==> src/rspi_consts.svh <==
// Purpose: Constants for the radio serial register port
// Assumes: Included by bare name
// Notes: Offsets and positions named once here
`ifndef RSPI_CONSTS_SVH
`define RSPI_CONSTS_SVH
`define RSPI_CMD_DIR_BIT 7
`define RSPI_CMD_INC_BIT 6
`define RSPI_ADDR_W 6
`define RSPI_BYTE_W 8
`define RSPI_BIT_CNT_W 3
`define RSPI_BIT_LAST 3'h7
`define RSPI_FIFO_DEPTH 32
`define RSPI_FILE_IDX_W 4
`endif

==> src/rspi_pkg.sv <==
// Purpose: Types for the radio serial register port
// Assumes: rspi_consts.svh gives widths
// Notes: Types only
`include "rspi_consts.svh"
package rspi_pkg;
  typedef enum logic [1:0] {RSPI_CMD, RSPI_WDATA, RSPI_RDATA} rspi_state_t;
  typedef logic [`RSPI_BYTE_W-1:0] rspi_byte_t;
  typedef logic [`RSPI_ADDR_W-1:0] rspi_addr_t;
endpackage

==> src/rspi_fifo_if.sv <==
// Purpose: Stream carrier between port and FIFO
// Assumes: One clock
// Notes: Valid/ready on both sides
`timescale 1ns/10ps
interface rspi_fifo_if #(parameter int W = 14);
  logic valid;
  logic ready;
  logic [W-1:0] data;
  modport src (output valid, output data, input ready);
  modport snk (input valid, input data, output ready);
endinterface

==> src/rspi_port.sv <==
// Purpose: Serial slave port to the radio register file
// Assumes: Serial clock far slower than clk_in; mode 0 framing
// Notes: Writes queue through a FIFO to the register side
`timescale 1ns/10ps
`include "rspi_consts.svh"
// Function
// 3-wire: shared data pin, master clock
// Master tristates data unless sending
// Master swaps pin direction itself
// Talk only while select low
// Shared IRQ hidden while select low
// Master tristates data while select high
// 4-wire: in on MOSI, out MISO
// Command byte then data bytes
// Bit 7 direction, one is write
// Bit 6 increment, bits 5:0 address
// Increment address after each byte
// No increment: same address, file steps
// Port timed only by serial clock; code samples the pins and runs on clk_in
// MISO and IRQ pins usable as GPIO
// Master picks wiring via serial_link_config
// MSB first, sample rise, change fall
// Select high aborts and resets port
module rspi_port
  import rspi_pkg::*;
#(
  parameter int FIFO_DEPTH = `RSPI_FIFO_DEPTH
) (
  input wire logic clk_in,
  input wire logic rst_in,
  input wire logic sck_in,
  input wire logic ss_n_in,
  input wire logic mosi_in,
  output logic mosi_out,
  output logic mosi_oe_out,
  output logic miso_out,
  output logic miso_oe_out,
  input wire logic three_wire_in,
  input wire logic irq_on_mosi_in,
  input wire logic irq_in,
  output logic irq_out,
  output logic irq_oe_out,
  input wire logic miso_gpio_en_in,
  input wire logic miso_gpio_out_in,
  input wire logic irq_gpio_en_in,
  input wire logic irq_gpio_out_in,
  input wire logic [`RSPI_ADDR_W-1:0] file_mask_in,
  output logic [`RSPI_ADDR_W-1:0] rd_addr_out,
  input wire logic [`RSPI_BYTE_W-1:0] rd_data_in,
  output logic rd_strobe_out,
  output logic wr_valid_out,
  output logic [`RSPI_ADDR_W+`RSPI_BYTE_W-1:0] wr_data_out,
  input wire logic wr_ready_in,
  output logic busy_out
);
  localparam int WW = `RSPI_ADDR_W + `RSPI_BYTE_W;

  ////////////////////////////////////////////////////////////////
  // Pin synchronisers; first stage read only by the second
  logic [1:0] sck_s_q, ss_s_q, mosi_s_q;
  logic sck_d1_q;
  always_ff @(posedge clk_in) begin
    if (rst_in) begin
      sck_s_q <= 2'h0;
      ss_s_q <= 2'h3;
      mosi_s_q <= 2'h0;
      sck_d1_q <= 1'b0;
    end else begin
      sck_s_q <= {sck_s_q[0], sck_in};
      ss_s_q <= {ss_s_q[0], ss_n_in};
      mosi_s_q <= {mosi_s_q[0], mosi_in};
      sck_d1_q <= sck_s_q[1];
    end
  end
  wire sck_sync = sck_s_q[1];
  wire ss_n_sync = ss_s_q[1];
  wire mosi_sync = mosi_s_q[1];
  wire selected = !ss_n_sync;
  // Edges only count inside a frame, the clock may stop outside it
  wire sck_rise = selected && sck_sync && !sck_d1_q;
  wire sck_fall = selected && !sck_sync && sck_d1_q;

  ////////////////////////////////////////////////////////////////
  // Byte framing
  rspi_state_t st_q, st_d;
  logic [`RSPI_BIT_CNT_W-1:0] bit_q;
  logic [`RSPI_BYTE_W-1:0] sh_in_q, sh_out_q;
  logic [`RSPI_ADDR_W-1:0] addr_q, addr_d;
  logic [`RSPI_ADDR_W-1:0] fidx_q;
  logic inc_q;
  logic load_q;
  logic tx_live_q;

  wire [`RSPI_BYTE_W-1:0] byte_in = {sh_in_q[`RSPI_BYTE_W-2:0], mosi_sync};
  wire byte_done = sck_rise && (bit_q == `RSPI_BIT_LAST);
  wire is_write = byte_in[`RSPI_CMD_DIR_BIT];
  wire cmd_inc = byte_in[`RSPI_CMD_INC_BIT];
  wire [`RSPI_ADDR_W-1:0] cmd_addr = byte_in[`RSPI_ADDR_W-1:0];
  // Fixed address; file registers step within the masked low bits
  wire [`RSPI_ADDR_W-1:0] fidx_nx = fidx_q + 1'b1;
  wire [`RSPI_ADDR_W-1:0] eff_addr = inc_q ? addr_q
    : ((addr_q & ~file_mask_in) | (fidx_q & file_mask_in));
  wire data_byte = byte_done && (st_q != RSPI_CMD);

  always_comb begin
    st_d = st_q;
    addr_d = addr_q;
    if (byte_done) begin
      case (st_q)
        RSPI_CMD: begin
          st_d = is_write ? RSPI_WDATA : RSPI_RDATA;
          addr_d = cmd_addr;
        end
        RSPI_WDATA, RSPI_RDATA: begin
          if (inc_q) addr_d = addr_q + 1'b1;
        end
        default: st_d = RSPI_CMD;
      endcase
    end
  end

  rspi_fifo_if #(.W(WW)) wf();
  assign wf.valid = data_byte && (st_q == RSPI_WDATA);
  assign wf.data = {eff_addr, byte_in};

  always_ff @(posedge clk_in) begin
    if (rst_in || !selected) begin
      st_q <= RSPI_CMD;
      bit_q <= '0;
      sh_in_q <= '0;
      addr_q <= '0;
      fidx_q <= '0;
      inc_q <= 1'b0;
    end else begin
      st_q <= st_d;
      addr_q <= addr_d;
      if (sck_rise) begin
        bit_q <= bit_q + 1'b1;
        sh_in_q <= byte_in;
      end
      if (byte_done && st_q == RSPI_CMD) inc_q <= cmd_inc;
      if (data_byte && !inc_q) fidx_q <= fidx_nx;
    end
  end

  ////////////////////////////////////////////////////////////////
  // Read path: fetch after each byte boundary, load on next fall
  assign rd_addr_out = eff_addr;
  wire rd_fetch = byte_done && (st_d == RSPI_RDATA);
  always_ff @(posedge clk_in) begin
    if (rst_in || !selected) begin
      load_q <= 1'b0;
      sh_out_q <= '0;
      rd_strobe_out <= 1'b0;
      tx_live_q <= 1'b0;
    end else begin
      rd_strobe_out <= rd_fetch;
      if (rd_fetch) load_q <= 1'b1;
      if (sck_fall) begin
        load_q <= 1'b0;
        sh_out_q <= load_q ? rd_data_in : {sh_out_q[`RSPI_BYTE_W-2:0], 1'b0};
        // Master may still drive its last command bit until this fall
        if (st_q == RSPI_RDATA) tx_live_q <= 1'b1;
      end
    end
  end
  wire tx_bit = sh_out_q[`RSPI_BYTE_W-1];
  wire rd_phase = selected && (st_q == RSPI_RDATA);

  ////////////////////////////////////////////////////////////////
  // Pin muxing
  wire irq_share = irq_on_mosi_in && !selected;
  // Turnaround waits for the first fall, so the two ends never fight
  wire drive_shared = three_wire_in && rd_phase && tx_live_q;
  assign mosi_out = drive_shared ? tx_bit : irq_in;
  assign mosi_oe_out = drive_shared || irq_share;
  assign miso_out = miso_gpio_en_in ? miso_gpio_out_in : tx_bit;
  assign miso_oe_out = miso_gpio_en_in || (!three_wire_in && rd_phase);
  assign irq_out = irq_gpio_en_in ? irq_gpio_out_in : irq_in;
  assign irq_oe_out = irq_gpio_en_in || !irq_on_mosi_in;
  assign busy_out = selected;

  rspi_fifo #(.WIDTH(WW), .DEPTH(FIFO_DEPTH)) u_fifo (
    .clk_in(clk_in),
    .rst_in(rst_in),
    .wr(wf),
    .rd_ready_in(wr_ready_in),
    .rd_valid_out(wr_valid_out),
    .rd_data_out(wr_data_out)
  );

  ////////////////////////////////////////////////////////////////
  // Checks
  a_irq_hidden_sel: assert property (@(posedge clk_in) disable iff (rst_in)
    (irq_on_mosi_in && selected && !drive_shared) |-> !mosi_oe_out)
    else $error("irq driven on mosi while selected");
  a_abort_on_desel: assert property (@(posedge clk_in) disable iff (rst_in)
    $rose(ss_n_sync) |=> (st_q == RSPI_CMD && bit_q == 0))
    else $error("deselect did not abort");
  a_cmd_to_state: assert property (@(posedge clk_in) disable iff (rst_in)
    (byte_done && st_q == RSPI_CMD && selected) |=>
      (st_q == ($past(is_write) ? RSPI_WDATA : RSPI_RDATA) || !selected))
    else $error("direction bit misdecoded");
  a_addr_inc: assert property (@(posedge clk_in) disable iff (rst_in)
    (data_byte && inc_q && selected) |=> (addr_q == $past(addr_q) + 1'b1 || !selected))
    else $error("address not incremented");
  a_addr_hold: assert property (@(posedge clk_in) disable iff (rst_in)
    (data_byte && !inc_q && selected) |=> (addr_q == $past(addr_q) || !selected))
    else $error("address changed without increment");
  a_wr_push: assert property (@(posedge clk_in) disable iff (rst_in)
    (byte_done && st_q == RSPI_WDATA && wf.ready) |-> wf.valid ##1 wr_valid_out)
    else $error("write byte not queued");
  a_miso_4wire: assert property (@(posedge clk_in) disable iff (rst_in)
    (!three_wire_in && !miso_gpio_en_in && rd_phase) |-> (miso_oe_out && miso_out == tx_bit))
    else $error("miso not driving read data");
  a_mosi_3wire: assert property (@(posedge clk_in) disable iff (rst_in)
    (three_wire_in && !rd_phase && !irq_share) |-> !mosi_oe_out)
    else $error("shared pin driven outside read");
  a_turn_wait: assert property (@(posedge clk_in) disable iff (rst_in)
    (rd_phase && !tx_live_q) |-> !mosi_oe_out)
    else $error("shared pin driven before turnaround");
  c_write_burst: cover property (@(posedge clk_in) st_q == RSPI_WDATA ##1 data_byte);
  c_read_burst: cover property (@(posedge clk_in) st_q == RSPI_RDATA ##1 rd_strobe_out);
  c_abort_mid: cover property (@(posedge clk_in) (bit_q != 0) ##1 !selected);
  c_shared_read: cover property (@(posedge clk_in) drive_shared ##1 sck_fall);
  c_file_step: cover property (@(posedge clk_in) data_byte && !inc_q && (file_mask_in != '0));
endmodule

==> src/rspi_fifo.sv <==
// Purpose: Write-stream FIFO for register writes
// Assumes: Single clock, synchronous reset
// Notes: Full and empty exact; pointer has an extra wrap bit
`timescale 1ns/10ps
module rspi_fifo #(
  parameter int WIDTH = 14,
  parameter int DEPTH = 32
) (
  input wire logic clk_in,
  input wire logic rst_in,
  rspi_fifo_if.snk wr,
  input wire logic rd_ready_in,
  output logic rd_valid_out,
  output logic [WIDTH-1:0] rd_data_out
);
  localparam int AW = $clog2(DEPTH);
  logic [WIDTH-1:0] mem_q [DEPTH];
  logic [AW:0] wp_q;
  logic [AW:0] rp_q;
  wire empty = (wp_q == rp_q);
  wire full = (wp_q[AW-1:0] == rp_q[AW-1:0]) && (wp_q[AW] != rp_q[AW]);
  wire push = wr.valid && !full;
  wire pop = rd_ready_in && !empty;
  assign wr.ready = !full;
  assign rd_valid_out = !empty;
  assign rd_data_out = mem_q[rp_q[AW-1:0]];

  always_ff @(posedge clk_in) begin
    if (push) begin
      mem_q[wp_q[AW-1:0]] <= wr.data;
    end
  end

  always_ff @(posedge clk_in) begin
    if (rst_in) begin
      wp_q <= '0;
      rp_q <= '0;
    end else begin
      if (push) wp_q <= wp_q + 1'b1;
      if (pop) rp_q <= rp_q + 1'b1;
    end
  end
endmodule

==> config.mk <==
export PLATFORM = sky130hd
export DESIGN_NAME = rspi_port
export DESIGN_NICKNAME = d
export VERILOG_FILES = /design/src/rspi_pkg.sv /design/src/rspi_fifo_if.sv /design/src/rspi_port.sv /design/src/rspi_fifo.sv
export VERILOG_INCLUDE_DIRS = /design/src
export SDC_FILE = /design/constraint.sdc
export NUM_CORES = 1
export LEC_CHECK = 0
export BUFFER_PORTS_ARGS = -buffer_cell sky130_fd_sc_hd__buf_2
export CAP_MARGIN = 20
export CORE_MARGIN = 4
export CORE_UTILIZATION = 56
export DETAILED_ROUTE_END_ITERATION = 6
export HOLD_SLACK_MARGIN = 0.15
export PLACE_DENSITY = 0.76
export SKIP_CTS_REPAIR_TIMING = 1
export SLEW_MARGIN = 20
export SYNTH_ARGS = -nofsm -noshare
export SYNTH_HDL_FRONTEND = slang
export SYNTH_SLANG_ARGS = --single-unit
==> constraint.sdc <==
create_clock -name clk_in -period 2.2 [get_ports clk_in]
set_input_delay 0.33 -clock clk_in [delete_from_list [all_inputs] [get_ports clk_in]]
set_output_delay 0.33 -clock clk_in [all_outputs]
set_load 0.03 [all_outputs]
==> impl_results.md <==
- Post-synthesis register bit count: 508
- Longest Clk Path Bufs: 3
- Status: finished with violations
- Final number of hold-violating endpoints: 0
- Post-synthesis cell area: slightly above 0.02 mm2
- Vias in the first global route: 11800
- MaxCap Viol Count: 0
- Worst hold path type: input port to flip-flop
- Max Slew Vio Count: 0
- Peak supply drop: 0.609 mV
- Register area share after synthesis: 72.3%
- Die area: about 0.04 mm2
- Static Leak: ~8.4 nW
- Final setup fails: 14
- Max FO, Critical Path: 6
- WS Path Type: flip-flop to output pin
- Distinct cell type count after synthesis: just under 50
- Synthesized Nets: 1339
- Final cell count without fillers: 2046
- Antenna fix cells: 0
- Req. time, crit path: around 1.9 ns
- Placer congestion estimate: 0.839
- Pwr Density: between 700 and 800 mW/mm2
- Failing checks: negative setup slack
- Clk_skew: ~0.028 ns
- CTS tree: yes
- First drt pass iteration count: 5
- Core area: 0.0357 mm2
- Via count: approximately 13000
- Area delta synth->final: 25.1%
- DR vias/cell: about 6.2
- Num ports: 56
- Die width: around 200 um
- RSZ-0062 raised after global routing: yes
- Total power: ~19 mW
- Starting Density: between 50% and 60%
- CTS clk-pin slew, worst paths: roughly 0.06 ns
- Place WS: -0.0895 ns
- Synth warn: 0
- Slew margin rel.: a little over half
- Syn_area_per_cell: between 15 and 20 um2
- Final HPWL DP: 29200 um
- Worst slew pin tran: a little under 0.7 ns
- Residual DRC: 0
- FP Rows: ~70
- Antenna viol nets, final: 0
- DR WL/cell: roughly 25 um
- Post-Synthesis Cells: 1300
- Final period util: 131%
- Count of buffers from port buffering: between 50 and 60
- Total Routing Usage GR: about 23%
- Final worst setup slack: -0.691 ns
- Top_reg_cell synth: edfxtp_1
- Insertion delay to the later sink of the worst-skew pair: between 0.5 and 0.6 ns
- Die Span Y: approximately 200 um
- Iteration-0 DRC Markers: 1355
- CP endpoint kind: output pin
- Initial antenna violation count: 0
- Most frequent cells in the layout: edfxtp_1, mux2i_1, buf_4
- Grt ovf: 0
- Max Clk Rate: 346 MHz
- Drt total wl: about 52000 um
- Pin count of the biggest net entering global routing: between 40 and 50
- Final nets: between 1500 and 2000
- First-pass GRT wire length: 69200 um
- Most common cell after layout, fill and taps aside: edfxtp_1
- Fin Hold WS: around 0.13 ns
- H-Tree Depth: 2
- Final min period: 2.89 ns
- DP Cell Count: about 1900
- Clock Tree Root: clkbuf_16
- Post-synth EDFFs: 448
- CP Launch Type: flip-flop
- Clk sinks: about 510
- Num CTS Buffers: 50
- Critical path arrival: 2.56 ns
- Share of layout cells above drive strength 1: approximately 28%
- Fraction of registers with async set or reset after synthesis: 0%
[cell usage after synthesis (all sizes together), types with 2 or more instances]
master	instances	area [um2]
or3b	2	17.5
clkbuf	36	135
xnor2	12	105
or2	7	43.8
nand4	20	125
edfxtp	448	13500
a211oi	8	60.1
mux2	11	124
or3	2	12.5
o31ai	3	22.5
nand2b	11	68.8
o21ai	6	30.0
a22o	28	245
inv	7	26.3
and3	3	18.8
a31oi	15	93.8
mux2i	235	2350
a22oi	59	443
nor2b	10	62.6
buf	37	180
nand3b	2	15.0
a21oi	49	245
xor2	7	61.3
dfxtp	60	1200
nand2	71	267
nor3	18	95.1
nor2	67	259
nor3b	2	20.0
nand3	39	200
ha	12	150
[sequential cells by signal, summed over array words and instances (netlist names), named ones only]
name,count
rd_strobe_out,1
tx_live_q,1
u_fifo.mem_q,448
addr_q,6
u_fifo.rp_q,6
bit_q,3
sh_in_q,7
inc_q,1
u_fifo.wp_q,6
sck_d1_q,1
mosi_s_q,2
st_q,2
sh_out_q,8
fidx_q,6
sck_s_q,2
ss_s_q,2
load_q,1
[layer usage]
metal  share of wire, %  global-route usage [%]  wire length, um
met3                8.1                    4.34             4160
met4                3.6                    7.42             1870
met5                  0                       0                0
met1                 38                    31.7            19800
met2                 50                    37.8            25700
[power by group]
part           leakage [nW]  internal (mW)  total, mW  switching [mW]
sequential             4.68           10.3       10.3         0.00468
combinational          2.94         0.0464      0.105          0.0582
clock                 0.773           4.74       8.24            3.50
total                  8.39           15.1       18.7            3.56
[final timing paths]
kind	startpoint	end	slack (ns)	cells after the start
worst min register to register	ss_s_q[0]	ss_s_q[1]	0.42	1
worst max register to register	bit_q[0]	u_fifo.mem_q[31][1]	0.02	9
worst max-delay path	flip-flop	wr_data_out[9]	-0.69	10
worst min-delay path	rd_data_in[5]	sh_out_q[5]	0.13	3
[stage by stage]
step / utilization (%) / cell area (um2) / setup TNS [ns]
6_report: 71.1 / 25400 / -8.37
5_1_grt: 71.1 / 25400 / -12.54
4_1_cts: 66.9 / 23800 / -10.28
3_5_place_dp: 62.4 / 22300 / -1.02
3_3_place_gp: 62.4 / 22300 / -0.249
2_1_floorplan: - / 20300 / -56.30
[layout make-up]
cell class	count	area (um2)
fillers	2079	10300
clock inverters	19	188
well taps	461	577
inverters	7	26.3
multi-input cells	712	5840
flip-flops and latches	508	14700
repair buffers	266	2680
clock buffers	73	1390
[cell families after synthesis]
family	Yosys count	share of synthesized area, %
and+or+nand+nor	260	6.28
muxes	246	12.2
AOI/OAI and AO/OA	175	5.96
DFF	508	72.3
adders and majority gates	12	0.741
xor gates and xnor gates	19	0.821
buffers and inverters	80	1.69
[worst max-delay path, stage by stage (launching register included)]
cell and delay, ns:
dfxtp_4 0.41, buf_6 0.14, buf_12 0.14, buf_4 0.16, mux2i_1 0.28, a22o_1 0.21, nor3_1 0.06, buf_4 0.17
a31oi_4 0.17, nand3_2 0.12, buf_6 0.15
(Power assumes the default switching activity.)
